[src/sar_adc_defines.svh]
// Purpose: offsets, fields, clock select code and timing counts of the converter
// Assumes: 25 MHz system clock, one instruction is four system clocks
// Notes: register offsets are byte indices on the plain register port
// Overview of operation
// - clock select picks divider or RC clock
// - result justified left or right by format
// - converter works only while enable is set
// - go starts conversion or programmed acquisition first
// - acquisition code 010 gives four clock periods
// - zero acquisition starts one instruction after go
// - completion clears go, sets flag, loads result
// - capacitor array discharged after every sample
// - software clear of go abandons, result kept
// - reset clears registers, stops any conversion
// - two clock periods wait before next acquisition
// - sleep conversion needs RC, one extra instruction
// - sleep completion wakes or turns module off
// - sleep with non-RC clock aborts, module off
// - special event sets go, resets timer
// - a conversion takes eleven clock periods
// - acquisition code 000 is manual, reset value
// - sampling resumes after conversion, no phase indication
// - flag set every conversion, cleared by software
`ifndef SAR_ADC_DEFINES_SVH
`define SAR_ADC_DEFINES_SVH
`define OFS_CTRL0 3'h0
`define OFS_CTRL2 3'h1
`define OFS_RES_HI 3'h2
`define OFS_RES_LO 3'h3
`define OFS_FLAGS 3'h4
`define CTRL0_ENABLE 0
`define CTRL0_GO 1
`define CTRL2_FORMAT 7
`define FLAGS_DONE 0
`define FLAGS_IRQ_EN 1
`define CLK_NS 40
`define INSTR_NS 160
`define INSTR_CYC 4'((`INSTR_NS + `CLK_NS - 1) / `CLK_NS)
`define CONV_TADS 5'h0b
`define REST_TADS 5'h02
`define RC_SELECT 2'h3
`endif

[src/sar_adc_pkg.sv]
// Purpose: types shared by the converter sequencer
// Assumes: nothing beyond the defines header
// Notes: phase codes left to the tools
package sar_adc_pkg;
  typedef enum logic [2:0] {st_idle, st_start, st_acq, st_conv, st_dis} state_type;
endpackage

[src/sar_adc_sequencer.sv]
// Purpose: control and sequencing of a 10-bit successive-approximation converter
// Assumes: sleep and special event come from logic on clk_i; comparator and RC clock are pins
// Notes: the analog array is outside; this block drives its sample, discharge and trial code
//
// The strobed register port and the address map are this design's own decisions.
`include "sar_adc_defines.svh"
`timescale 1ns/1ps
`default_nettype none
module sar_adc_sequencer (
  // clock and reset
  input wire logic clk_i,
  input wire logic rst_i,
  // register port
  input wire logic [2:0] addr_i,
  input wire logic [7:0] wdata_i,
  input wire logic wr_i,
  input wire logic rd_i,
  output logic [7:0] rdata_o,
  // system
  input wire logic sleep_i,
  input wire logic special_event_i,
  output logic timer_reset_o,
  output logic wake_o,
  // analog array
  input wire logic rc_clk_i,
  input wire logic cmp_i,
  output logic [3:0] channel_o,
  output logic sample_o,
  output logic discharge_o,
  output logic converting_o,
  output logic module_on_o,
  output logic [9:0] sar_code_o
);
  sar_adc_pkg::state_type state, next_state;
  logic enable, go_done, flag, irq_en, format, sleep_off;
  logic [3:0] chs;
  logic [2:0] acq_sel, clk_sel;
  logic [9:0] result, work;
  logic [5:0] div_cnt;
  logic [4:0] tad_cnt;
  logic [3:0] cyc_cnt;
  logic rc_m, rc_s, rc_d, cmp_m, cmp_s;
  logic next_go, next_flag;

  // decoded strobes
  wire wr_c0 = wr_i && addr_i == `OFS_CTRL0;
  wire wr_c2 = wr_i && addr_i == `OFS_CTRL2;
  wire wr_fl = wr_i && addr_i == `OFS_FLAGS;
  wire rc_sel = clk_sel[1:0] == `RC_SELECT;
  // non-RC clock cannot survive sleep
  wire sleep_kill = sleep_i && !rc_sel;
  wire module_on = enable && !sleep_kill && !sleep_off;
  wire busy = state != sar_adc_pkg::st_idle && state != sar_adc_pkg::st_dis;

  // divider: /2 shifted by a weight made from the select code
  wire [2:0] div_shift = {clk_sel[1:0], 1'b0} + {2'h0, clk_sel[2]};
  wire [5:0] div_max = 6'((7'h02 << div_shift) - 7'h01);
  wire rc_edge = rc_s && !rc_d;
  wire tad_tick = rc_sel ? rc_edge : div_cnt >= div_max;

  // acquisition length in clock periods per code
  wire [4:0] acq_tads = acq_sel == 3'h0 ? 5'h00 :
                        acq_sel == 3'h1 ? 5'h02 :
                        acq_sel == 3'h2 ? 5'h04 :
                        acq_sel == 3'h3 ? 5'h06 :
                        acq_sel == 3'h4 ? 5'h08 :
                        acq_sel == 3'h5 ? 5'h0c :
                        acq_sel == 3'h6 ? 5'h10 : 5'h14;
  // one instruction for manual mode, one more with the RC clock
  wire [3:0] start_cyc = (acq_sel == 3'h0 ? `INSTR_CYC : 4'h0) +
                         (rc_sel ? `INSTR_CYC : 4'h0);
  wire start_ok = module_on && state == sar_adc_pkg::st_idle;
  // rejecting go in the enabling write keeps the array settled
  wire sw_start = wr_c0 && wdata_i[`CTRL0_GO] && enable && start_ok;
  wire hw_start = special_event_i && start_ok;
  wire sw_abort = wr_c0 && !wdata_i[`CTRL0_GO] && busy;
  wire done = state == sar_adc_pkg::st_conv && tad_tick && tad_cnt == `CONV_TADS - 5'h01;
  wire tad_last = tad_tick && tad_cnt == `REST_TADS - 5'h01;
  // one-hot trial bit walks down from bit 9, one place per period
  wire [9:0] trial_bit = 10'h200 >> (tad_cnt - 5'h01);

  // result byte formatting
  wire [7:0] res_hi = format ? {6'h00, result[9:8]} : result[9:2];
  wire [7:0] res_lo = format ? result[7:0] : {result[1:0], 6'h00};
  wire [7:0] rd_mux = addr_i == `OFS_CTRL0 ? {2'h0, chs, go_done, enable} :
                      addr_i == `OFS_CTRL2 ? {format, 1'b0, acq_sel, clk_sel} :
                      addr_i == `OFS_RES_HI ? res_hi :
                      addr_i == `OFS_RES_LO ? res_lo :
                      addr_i == `OFS_FLAGS ? {6'h00, irq_en, flag} : 8'h00;

  // go bit: hardware completion and kill clear it
  always_comb begin
    next_go = go_done;
    if (sw_start || hw_start) begin
      next_go = 1'b1;
    end else if (done || !module_on || sw_abort) begin
      next_go = 1'b0;
    end
  end

  // a completion in the clearing cycle is kept
  always_comb begin
    next_flag = flag;
    if (wr_fl) begin
      next_flag = wdata_i[`FLAGS_DONE];
    end
    if (done) begin
      next_flag = 1'b1;
    end
  end

  // phase sequencing
  always_comb begin
    next_state = state;
    case (state)
      sar_adc_pkg::st_idle: begin
        if (go_done) begin
          next_state = sar_adc_pkg::st_start;
        end
      end
      sar_adc_pkg::st_start: begin
        if (cyc_cnt >= start_cyc) begin
          next_state = acq_tads == 5'h00 ? sar_adc_pkg::st_conv : sar_adc_pkg::st_acq;
        end
      end
      sar_adc_pkg::st_acq: begin
        if (tad_tick && tad_cnt == acq_tads - 5'h01) begin
          next_state = sar_adc_pkg::st_conv;
        end
      end
      sar_adc_pkg::st_conv: begin
        if (done) begin
          next_state = sar_adc_pkg::st_dis;
        end
      end
      sar_adc_pkg::st_dis: begin
        if (tad_last) begin
          next_state = sar_adc_pkg::st_idle;
        end
      end
      default: next_state = sar_adc_pkg::st_idle;
    endcase
    if (busy && !go_done) begin
      next_state = sar_adc_pkg::st_dis;
    end
    if (!module_on) begin
      next_state = sar_adc_pkg::st_idle;
    end
  end

  // pin synchronisers; first stage feeds only the second
  always_ff @(posedge clk_i) begin
    rc_m <= rc_clk_i;
    rc_s <= rc_m;
    rc_d <= rc_s;
    cmp_m <= cmp_i;
    cmp_s <= cmp_m;
  end

  // software-visible registers
  always_ff @(posedge clk_i) begin
    if (rst_i) begin
      enable <= 1'b0;
      chs <= 4'h0;
      format <= 1'b0;
      acq_sel <= 3'h0;
      clk_sel <= 3'h0;
      irq_en <= 1'b0;
      go_done <= 1'b0;
      flag <= 1'b0;
    end else begin
      go_done <= next_go;
      flag <= next_flag;
      if (wr_c0) begin
        enable <= wdata_i[`CTRL0_ENABLE];
        chs <= wdata_i[5:2];
      end
      if (wr_c2) begin
        format <= wdata_i[`CTRL2_FORMAT];
        acq_sel <= wdata_i[5:3];
        clk_sel <= wdata_i[2:0];
      end
      if (wr_fl) begin
        irq_en <= wdata_i[`FLAGS_IRQ_EN];
      end
    end
  end

  // phase state and counters
  always_ff @(posedge clk_i) begin
    if (rst_i) begin
      state <= sar_adc_pkg::st_idle;
      div_cnt <= 6'h00;
      tad_cnt <= 5'h00;
      cyc_cnt <= 4'h0;
    end else begin
      state <= next_state;
      // restart the divider on every phase change so each divider-clocked phase is whole periods; RC-clocked phases start on a free-running edge
      div_cnt <= (tad_tick || next_state != state) ? 6'h00 : div_cnt + 6'h01;
      cyc_cnt <= state == sar_adc_pkg::st_start ? cyc_cnt + 4'h1 : 4'h0;
      if (next_state != state) begin
        tad_cnt <= 5'h00;
      end else if (tad_tick) begin
        tad_cnt <= tad_cnt + 5'h01;
      end
    end
  end

  // trial register: first period settles, then one bit per period
  always_ff @(posedge clk_i) begin
    if (rst_i) begin
      work <= 10'h000;
      result <= 10'h000;
    end else if (state != sar_adc_pkg::st_conv) begin
      work <= 10'h200;
    end else if (tad_tick && tad_cnt != 5'h00) begin
      work <= (work & ~trial_bit) | ({10{cmp_s}} & trial_bit) | (trial_bit >> 1);
      if (done) begin
        result <= {work[9:1], cmp_s};
      end
    end
  end

  // sleep power-down: cleared once the device leaves sleep
  always_ff @(posedge clk_i) begin
    if (rst_i) begin
      sleep_off <= 1'b0;
      wake_o <= 1'b0;
    end else begin
      wake_o <= done && sleep_i && irq_en;
      if (!sleep_i) begin
        sleep_off <= 1'b0;
      end else if (done && !irq_en) begin
        sleep_off <= 1'b1;
      end
    end
  end

  // registered outputs; analog controls lag the phase by one clock
  always_ff @(posedge clk_i) begin
    if (rst_i) begin
      rdata_o <= 8'h00;
      timer_reset_o <= 1'b0;
      channel_o <= 4'h0;
      sample_o <= 1'b0;
      discharge_o <= 1'b0;
      converting_o <= 1'b0;
      module_on_o <= 1'b0;
      sar_code_o <= 10'h000;
    end else begin
      rdata_o <= rd_i ? rd_mux : 8'h00;
      timer_reset_o <= hw_start;
      channel_o <= chs;
      sample_o <= module_on && (state == sar_adc_pkg::st_idle || state == sar_adc_pkg::st_start
                  || state == sar_adc_pkg::st_acq);
      discharge_o <= state == sar_adc_pkg::st_dis;
      converting_o <= state == sar_adc_pkg::st_conv;
      module_on_o <= module_on;
      sar_code_o <= work;
    end
  end
endmodule
`default_nettype wire

[config.mk]
export PLATFORM = sky130hd
export DESIGN_NAME = sar_adc_sequencer
export DESIGN_NICKNAME = d
export VERILOG_FILES = /design/src/sar_adc_pkg.sv /design/src/sar_adc_sequencer.sv
export VERILOG_INCLUDE_DIRS = /design/src
export SDC_FILE = /design/constraint.sdc
export NUM_CORES = 1
export LEC_CHECK = 0
export BUFFER_PORTS_ARGS = -buffer_cell sky130_fd_sc_hd__buf_2
export CORE_MARGIN = 4
export CORE_UTILIZATION = 50
export CTS_CLUSTER_SIZE = 24
export DETAILED_ROUTE_END_ITERATION = 12
export HOLD_SLACK_MARGIN = 0.08
export PLACE_DENSITY = 0.7
export REMOVE_ABC_BUFFERS = 1
export SLEW_MARGIN = 20
export SYNTH_ARGS = -nofsm -noshare
export SYNTH_HDL_FRONTEND = slang
export SYNTH_SLANG_ARGS = --single-unit
[constraint.sdc]
create_clock -name clk_i -period 3.25 [get_ports clk_i]
set_clock_uncertainty 0.05 [all_clocks]
set_input_delay 0.65 -clock clk_i [delete_from_list [all_inputs] [get_ports clk_i]]
set_output_delay 0.65 -clock clk_i [all_outputs]
set_load 0.1 [all_outputs]
# --- Word level (Yosys, flattened, before mapping) ---
# Cells that the tools add are included.
word_totals:
  reg_bits: 87
  latchBits: 0
  mem_bits_rw: 0
  rom_bits: 0
  in_bits: 19
  out_inout_bits: 28
  wordCells: 163
  memories: 0
op_classes:
  addsub: 8
  n_mul: 0
  div: 0
  n_lt_le_gt_ge: 2
  n_eq_ne: 21
  n_shift: 2
  n_mux: 32
  bitwise_logic: 9
  reduce_logical: 57
op_table:
  columns: ["operator", "n"]
  rows:
  - ["8-bit two-way mux", 5]
  - ["3-bit two-way mux", 10]
  - ["5-bit two-way mux", 6]
  - ["1-bit logical AND", 25]
  - ["10-bit bitwise AND", 2]
  - ["10-bit two-way mux", 2]
  - ["3-bit by 2-bit equality test with 1-bit output, second input constant", 6]
  - ["3-bit equality test, second input constant", 5]
  - ["3-bit one-hot mux with 5 select lines", 1]
  - ["2-bit OR reduction", 6]
  - ["10-bit NOT", 1]
  - ["10-bit bitwise OR", 1]
  - ["10-bit by 9-bit bitwise OR with 10-bit output", 1]
  - ["10-bit by 5-bit >> shifter with 10-bit output, first input constant", 1]
  - ["5-bit by 1-bit subtractor with 5-bit output, second input constant", 2]
  - ["3-bit by 1-bit equality test with 1-bit output, second input constant", 3]
  - ["3-bit logical NOT", 3]
  - ["1-bit logical NOT", 8]
  - ["6-bit by 1-bit adder with 6-bit output, second input constant", 1]
  - ["6-bit greater-or-equal comparator", 1]
  - ["1-bit logical OR", 6]
  - ["1-bit two-way mux", 6]
  - ["6-bit two-way mux", 1]
  - ["2-bit nonzero test", 3]
  - ["22 further kinds", 25]

# --- Longest topological paths before layout ---
# Gate-level depths: netlist of the first run.
depth:
  depth_word: 18
  ltp_mapped: 15
  ltp_nobuf: 12

# --- Worst setup path after synthesis of the first run ---
# OpenSTA, ideal clock, no wires.
synth_timing:
  path_kind: "flip-flop to flip-flop"
  start: "register clk_sel[0]"
  end: "register tad_cnt[0]"
  setup_ps: 136
  arrival_time_ps: 2720
  t_required_ps: 3064
  path_slack_ps: 344
  stages_incl_launch_ff: 13
  path_buffers: 1
  synth_period_minus_slack_ps: 2906
  cell_sequence: "dfxtp_1 buf_2 or3_1 ha_1 nor3_1 a21o_1 a21oi_1 ha_1 nand2_1 nor2_1 o21ai_1 o31ai_2 a211oi_1"
synth_via:
  elab_chain_cells: 13
  word_cells_on_any_way: 27
  classes_between: "add/sub (3); order compare (2); eq/ne (2); shift (1); mux (9); reduce/logical (10)"
synth_rtl:
  columns: ["item", "line_no", "text"]
  rows:
  - ["from (decl)", "sar_adc_sequencer.sv:37", "logic [2:0] acq_sel, clk_sel;"]
  - ["from (signal assigned)", "sar_adc_sequencer.sv:181", "clk_sel <= wdata_i[2:0];"]
  - ["3-bit by 1-bit adder with 3-bit output", "sar_adc_sequencer.sv:56", "wire [2:0] div_shift = {clk_sel[1:0], 1'b0} + {2'h0, clk_sel[2]};"]
  - ["2-bit by 3-bit left shift with 6-bit output", "sar_adc_sequencer.sv:57", "wire [5:0] div_max = 6'((7'h02 << div_shift) - 7'h01);"]
  - ["6-bit by 1-bit subtractor with 6-bit output", "sar_adc_sequencer.sv:57", null]
  - ["6-bit greater-or-equal comparator", "sar_adc_sequencer.sv:59", "wire tad_tick = rc_sel ? rc_edge : div_cnt >= div_max;"]
  - ["1-bit two-way mux", "sar_adc_sequencer.sv:59", null]
  - ["1-bit logical AND (2 in series)", "sar_adc_sequencer.sv:77", "wire done = state == sar_adc_pkg::st_conv && tad_tick && tad_cnt == `CONV_TADS - 5'h01;"]
  - ["3-bit two-way mux", "sar_adc_sequencer.sv:132", "if (done) begin"]
  - ["3-bit one-hot mux with 5 select lines", "sar_adc_sequencer.sv:115", "case (state)"]
  - ["3-bit two-way mux", "sar_adc_sequencer.sv:143", "if (busy && !go_done) begin"]
  - ["3-bit two-way mux", "sar_adc_sequencer.sv:146", "if (!module_on) begin"]
  - ["3-bit inequality test", "sar_adc_sequencer.sv:201", "if (next_state != state) begin"]
  - ["2-bit OR reduction (no source line)", null, null]
  - ["to (signal assigned)", "sar_adc_sequencer.sv:204", "tad_cnt <= tad_cnt + 5'h01;"]
  - ["to (decl)", "sar_adc_sequencer.sv:40", "logic [4:0] tad_cnt;"]
# Parallel ways exist; a longest one is shown, timed or not.
# A chain may end at the register's enable or synchronous reset.

# --- Final worst setup path of the first run ---
layout_timing:
  start: "register clk_sel[1]"
  end: "register work[4]"
layout_via:
  elab_chain_cells: 6
  word_cells_on_any_way: 7
  classes_between: "add/sub (2); order compare (1); eq/ne (1); shift (1); mux (1); reduce/logical (1)"
layout_rtl:
  columns: ["item", "line_no", "text"]
  rows:
  - ["3-bit by 1-bit adder with 3-bit output", "sar_adc_sequencer.sv:56", null]
  - ["2-bit by 3-bit left shift with 6-bit output", "sar_adc_sequencer.sv:57", null]
  - ["6-bit by 1-bit subtractor with 6-bit output", "sar_adc_sequencer.sv:57", null]
  - ["6-bit greater-or-equal comparator", "sar_adc_sequencer.sv:59", null]
  - ["1-bit two-way mux *", "sar_adc_sequencer.sv:59", null]
  - ["1-bit logical AND *", "sar_adc_sequencer.sv:216", "end else if (tad_tick && tad_cnt != 5'h00) begin"]
  - ["to (signal assigned)", "sar_adc_sequencer.sv:217", "work <= (work & ~trial_bit) | ({10{cmp_s}} & trial_bit) | (trial_bit >> 1);"]
  - ["to (decl)", "sar_adc_sequencer.sv:38", "logic [9:0] result, work;"]
# Mark *: on every way between the ends. The rest lies on a longest branch, timed or not.

==> impl_results.md, run 1 <==
- Root buffer cell: clkbuf_8
- P per Cell Area: roughly 540 mW/mm^2
- Row Count: 32
- Max_cap viols: 0
- Worst Setup End Kind: flip-flop
- Max stage delay on crit path: 0.39 ns
- Antenna Cells: 0
- #FFs+latches synth: 87
- Cts hold-fix bufs: 0
- Slew headroom: 65.86%
- Post-Syn Instances: approximately 430
- Total GRT Usage: 17.92%
- Initial DRC Count: 120
- CP max FO: 20
- CP max-delay cell: or3_1
- Clk slew on worst S/H paths: 0.09 ns
- Met3 usage: between 4 and 5%
- Leakage: 1.970 nW
- Cell repeated most along the worst path: ha_1
- Vias/cell: approximately 5.6
- Seq/Total Area, Yosys: 42.62%
- Die area: 0.009684 sq mm
- Netlist cell types: 63
- Outcome: complete, no violations
- Post-route total power: 0.002521 W
- Vias in the first global route: 2989
- Commonest non-fill, non-tap cell in the layout: dfxtp_1
- Initial antenna violation count: 0
- Post-synth EDFFs: 0
- Core area: 0.007848 sq mm
- Met1 Use GR: 23.74%
- Detailed Routing Iterations Pass 1: 4
- DRC violations left: 0
- Die Ht: 98.41 um
- Grt ovf: 0
- Min Hold Slack: 0.2841 ns
- WS Path Type: flip-flop to flip-flop
- Die Wd: ~100 um
- # clock sinks: 87
- Dpl hpwl: ~6200 um
- GRT met2 Usage: between 20% and 30%
- Starting Density: 52.07%
- Path type of the worst min-delay path: flip-flop to flip-flop
- Share of layout cells above drive strength 1: between 10% and 20%
- Peak supply drop: 0.2204 mV
- Cell area after synthesis: 0.004086 sq mm
- Crit-path cells: or3_1 > ha_1 > nor3_1 > a21o_1 > a21oi_1 > ha_1 > a221oi_2 > o21ai_4 > o21a_1 > buf_12 > and2_1 > a211oi_1
- Worst EP required: between 3 and 4 ns
- Routed wire length: 8586 um
- Tmin final: 3.075 ns
- Commonest non-fill, non-tap cells in the layout: dfxtp_1, nor2_1, buf_2
- WP data arrival: about 3.3 ns
- Top Usage Layer GRT: met2
- H-tree levels: 3
- Top FF cell, synth: dfxtp_1
- Post-DRT Antenna Nets: 0
- I/O pins: 47
- CTS tree: yes
- Nets: 510
- Clk_lat worst skew: 0.36 ns
- Final slew viol count: 0
- First-pass GRT wire length: 14330 um
- Startpoint Class: flip-flop
- Final Cycle Share: between 90% and 100%
- Synthesis-to-finish area growth: 13.53%
- Worst-case clock buffer depth: 2
- Total number of vias: 3220
- Largest net degree at the start of global routing: 25
- Yosys warns: 0
- Syn_area_per_cell: 9.437 sq um
- Port Buffers: between 40 and 50
- Final setup vio count: 0
- FMAX: 325.3 MHz
- Worst-margin pin slew: 0.5052 ns
- GP Congestion: 0.8533
- Total CTS buffers: 9
- Fin. Hold Viols: 0
- Drt wl/cell: 14.83 um
- Async set-reset flop share out of synthesis: 0%
power by group:
part / total, W / switching [W] / leakage, nW / internal (W)
registers: 0.00115 / 0.0000491 / 0.705 / 0.00110
clock network: 0.000829 / 0.000395 / 0.105 / 0.000434
logic: 0.000545 / 0.000326 / 1.16 / 0.000218
total: 0.00252 / 0.000770 / 1.97 / 0.00175
through the flow:
step / setup slack, ns / TNS, ns / instances / cell area, sq um / util, %
2_1_floorplan: 0.2384 / 0 / 409 / 3970 / -
5_1_grt: -0.02830 / -0.04496 / 579 / 4639 / 59.12
4_1_cts: 0.1052 / 0 / 578 / 4614 / 58.80
6_report: 0.1755 / 0 / 579 / 4639 / 59.12
3_3_place_gp: 0.2305 / 0 / 562 / 4393 / 55.98
3_5_place_dp: 0.1220 / 0 / 562 / 4393 / 55.98
cell usage after synthesis (3+ instances only):
| library cell | instances | share of area [%] |
|---|---|---|
| nand3b_1 | 5 | 0.92 |
| a21o_1 | 3 | 0.55 |
| inv_1 | 18 | 1.7 |
| dfxtp_1 | 87 | 43 |
| o21bai_1 | 3 | 0.55 |
| nor3_1 | 6 | 0.73 |
| or2_2 | 4 | 0.61 |
| o21a_1 | 3 | 0.55 |
| nand2_1 | 15 | 1.4 |
| clkbuf_1 | 12 | 1.1 |
| o21ai_0 | 7 | 0.86 |
| nor4bb_1 | 3 | 0.73 |
| a211oi_1 | 15 | 2.8 |
| nand3_1 | 10 | 1.2 |
| xnor2_1 | 8 | 1.7 |
| buf_2 | 8 | 0.98 |
| a21oi_1 | 14 | 1.7 |
| nor3b_1 | 7 | 1.3 |
| and3_1 | 5 | 0.77 |
| mux2_2 | 5 | 1.4 |
| a31oi_1 | 9 | 1.4 |
| and2_1 | 4 | 0.61 |
| nor2b_1 | 17 | 2.6 |
| nand2b_1 | 6 | 0.92 |
| nor2_1 | 51 | 4.7 |
| a22o_1 | 4 | 0.86 |
| a22oi_1 | 5 | 0.92 |
| mux2i_1 | 29 | 7.1 |
| ha_1 | 19 | 5.8 |
| xor2_1 | 7 | 1.5 |
| or3_1 | 4 | 0.61 |
flip-flops by register name, summed over array words and instances, names as in the netlist, 4 cells and up:
signal and cells:
sar_code_o 10, chs 4, channel_o 4, result 10, work 10, cyc_cnt 4
div_cnt 6, tad_cnt 5, rdata_o 8
layer usage:
layer	share of wire [%]	wire length (um)	vias to the layer above
met3	5.6	480	10
met2	46	3987	67
met1	47	4017	1521
li1	-	-	1622
met5	0	0	-
met4	1.2	100	0
critical path, delay by kind of cell, from the launching register on:
family,cells,cell delay [ns]
flip-flops,1,0.37
AND/OR/NAND/NOR,3,0.71
adder cells (fa/ha/maj),2,0.57
AO/OA/AOI/OAI,6,1.09
buffers and inverters,1,0.16
logic make-up after synthesis:
group                    after synthesis  synth area share (%)
XOR/XNOR                              15                 3.215
buffers and inverters                 42                 4.501
AO/OA/AOI/OAI                         88                 16.14
flip-flops                            87                 42.62
adder cells (fa/ha/maj)               19                 5.818
AND/OR/NAND/NOR                      148                 19.23
multiplexers                          34                 8.481
repair_timing:
item	CTS	global route
endpoints found under the setup margin	0	19
gates resized for setup	0	3
buffers inserted	0	1
worst paths after layout:
check                               start                    to  slack, ns  cells after the start
hold / removal               rc_m$_DFF_P_          rc_s$_DFF_P_       0.28                      0
setup reg to reg  clk_sel[1]$_SDFFE_PP0P_  work[4]$_SDFFE_PP0P_       0.18                     12
hold reg to reg              rc_m$_DFF_P_          rc_s$_DFF_P_       0.28                      0
setup / recovery  clk_sel[1]$_SDFFE_PP0P_  work[4]$_SDFFE_PP0P_       0.18                     12
final cells by class:
type	count	area, sq um
clock buffer	9	123.9
multi-input combinational	304	2177
timing repair buffer	52	302.8
fill	707	3208
sequential	87	1743
clock inverter	7	97.59
inverter	18	67.56
tap	102	127.6
No activity file was read; power rests on OpenSTA's default activity.
==> run 2: changes to the inputs <==
==> constraint.sdc (replaced) <==
create_clock -name clk_i -period 3.65 [get_ports clk_i]
set_clock_uncertainty 0.05 [all_clocks]
set_input_delay 0.73 -clock clk_i [delete_from_list [all_inputs] [get_ports clk_i]]
set_output_delay 0.73 -clock clk_i [all_outputs]
set_load 0.1 [all_outputs]
==> run 2 against run 1 <==
Compared with the run above: critical path depth shrank 1; largest cell class unchanged; via count shrank 0.62%; final cell count shrank 0.17%; total power shrank 11%; sequential share of layout area grew 0.21 points; count of clock-buffer cells in the layout grew 1; design area shrank 0.62%; highest routed layer unchanged; routed wire length grew 0.58%.
==> impl_results.md, run 2 (synthesis gave the netlist of run 1 again) <==
- Initial DRC Count: 86 (-28%)
- Detailed Routing Iterations Pass 1: 5 (+1)
- P per Cell Area: 484.4 mW/mm^2 (-11%)
- Post-DRT Antenna Nets: 0 (unchanged)
- GP Congestion: 0.8492 (-0.48%)
- Drt wl/cell: 14.94 um (+0.76%)
- Commonest non-fill, non-tap cells in the layout: dfxtp_1, nor2_1, buf_2
- Fin. Hold Viols: 0 (unchanged)
- Cts hold-fix bufs: 0 (unchanged)
- Root buffer cell: clkbuf_8
- Row Count: 32 (unchanged)
- Die area: 0.009684 sq mm (unchanged)
- H-tree levels: 3 (unchanged)
- Top Registers: result: 10 flops, sar_code_o: 10 flops, work: 10 flops
- DP Worst Slack: 0.5386 ns (+0.4165 ns)
- Vias in the first global route: 3159 (+5.7%)
- Max_cap viols: 0 (unchanged)
- I/O pins: 47 (unchanged)
- First-pass GRT wire length: 14870 um (+3.8%)
- Routed wire length: 8636 um (+0.58%)
- Share of layout cells above drive strength 1: 17.86% (-0.38 points)
- Nets: 509 (-0.20%)
- Final setup vio count: 0 (unchanged)
- Largest net degree at the start of global routing: 27 (+8.0%)
- Grt ovf: 0 (unchanged)
- Worst Setup End Kind: flip-flop
- Peak supply drop: 0.2588 mV (+17%)
- CTS tree: yes
- RSZ-0062 raised after global routing: false
- Final worst slack: 0.5008 ns (+0.3253 ns)
- Leakage: 1.962 nW (-0.38%)
- Post-CTS Setup Bufs: 0 (unchanged)
- Hold Path Stages: 0 (unchanged)
- Port Buffers: 45 (unchanged)
- Commonest non-fill, non-tap cell in the layout: dfxtp_1
- Outcome: complete, no violations
- Cts repair resizes: 0 (unchanged)
- FMAX: 317.5 MHz (-2.4%)
- Slew headroom: 65.44% (-0.42 points)
- CP max FO: 9 (-55%)
- # clock sinks: 87 (unchanged)
- Dpl hpwl: 6414 um (+2.8%)
- WS Path Type: flip-flop to flip-flop
- Startpoint Class: flip-flop
- Clk_lat worst skew: 0.36 ns (about the same)
- Final slew viol count: 0 (unchanged)
- R2R cell count: 11 (-1)
- Core Util, Final: 58.75% (-0.37 points)
- Register area: 0.001742 sq mm (about the same)
- Dpl cells: 562 (unchanged)
- Starting Density: 52.07% (unchanged)
- Synthesis-to-finish area growth: 12.83%
- Die Ht: 98.41 um (unchanged)
- Total number of vias: 3200 (-0.62%)
- Fillcell total: 717 (+1.4%)
- Die Wd: 98.41 um (unchanged)
- Setup TNS: 0 ns (unchanged)
- Total GRT Usage: 18.58% (+0.66 points)
- Vias/cell: 5.536 (-0.45%)
- Antenna Cells: 0 (unchanged)
- DRC violations left: 0 (unchanged)
- Finished Layout Cells: 578 (-0.17%)
- Path type of the worst min-delay path: flip-flop to flip-flop
- Initial antenna violation count: 0 (unchanged)
- WP data arrival: 3.33 ns (+0.04 ns)
- Final Cycle Share: 86.28% (-8.3 points)
- Worst-margin pin slew: 0.5114 ns (+0.006192 ns)
- Core area: 0.007848 sq mm (unchanged)
- Multi-input gate area: 0.002161 sq mm (-0.75%)
- Total CTS buffers: 9 (unchanged)
- Tmin final: 3.149 ns (+0.07466 ns)
- Worst-case clock buffer depth: 2 (unchanged)
- Worst EP required: 3.83 ns (+0.37 ns)
- Clk slew on worst S/H paths: 0.08 ns (about the same)
[run 2: per-stage QoR]
stage / power [W] / area, sq um / hold WS [ns]
after floorplan: 0.001341 / 3970 / 0.2596
after global placement: 0.001488 / 4380 / 0.2606
after detailed placement: 0.001500 / 4380 / 0.2647
after CTS: 0.002259 / 4611 / 0.2847
after global routing: 0.002352 / 4611 / 0.2972
final: 0.002233 / 4611 / 0.2814
[run 2: critical path, cell delays in order, from the launching register on]
cell	delay, ns
dfxtp_1	0.40
or3_1	0.42
ha_1	0.24
nor3_1	0.16
a21o_1	0.10
a21oi_1	0.06
ha_1	0.34
nand4_1	0.12
o21ai_2	0.40
o21ai_1	0.15
o31ai_2	0.46
a211oi_1	0.09
[run 2: layer usage]
metal  global-route usage (%)  part of all wire, %  vias to the layer above
li1                         -                    -                     1611
met1                    24.00                   47                     1513
met4                    6.408                  1.4                        0
met3                    3.714                  4.0                       12
met5                        0                    0                        -
met2                    30.94                   48                       64
[run 2: cell type report]
cell class / instances / share of cell area (%)
clock buffer: 10 / 2.985
timing repair buffer: 51 / 6.133
inverter: 18 / 1.465
clock inverter: 6 / 2.008
multi-input combinational: 304 / 46.87
sequential: 87 / 37.77
tap: 102 / 2.768
[run 2: worst paths after layout]
check	startpoint	to	slack, ns
max	clk_sel[0]$_SDFFE_PP0P_	tad_cnt[0]$_SDFFE_PP0P_	0.50
min	cmp_m$_DFF_P_	cmp_s$_DFF_P_	0.28
max reg2reg	clk_sel[0]$_SDFFE_PP0P_	tad_cnt[0]$_SDFFE_PP0P_	0.50
min reg2reg	cmp_m$_DFF_P_	cmp_s$_DFF_P_	0.28
[run 2: where the power goes]
| group | internal, W | total, W | switching [W] | leakage, nW |
|---|---|---|---|---|
| Combinational | 0.000179 | 0.000458 | 0.000279 | 1.15 |
| Clock | 0.000407 | 0.000754 | 0.000347 | 0.109 |
| Sequential | 0.000979 | 0.00102 | 0.0000431 | 0.704 |
| Total | 0.00157 | 0.00223 | 0.000668 | 1.96 |
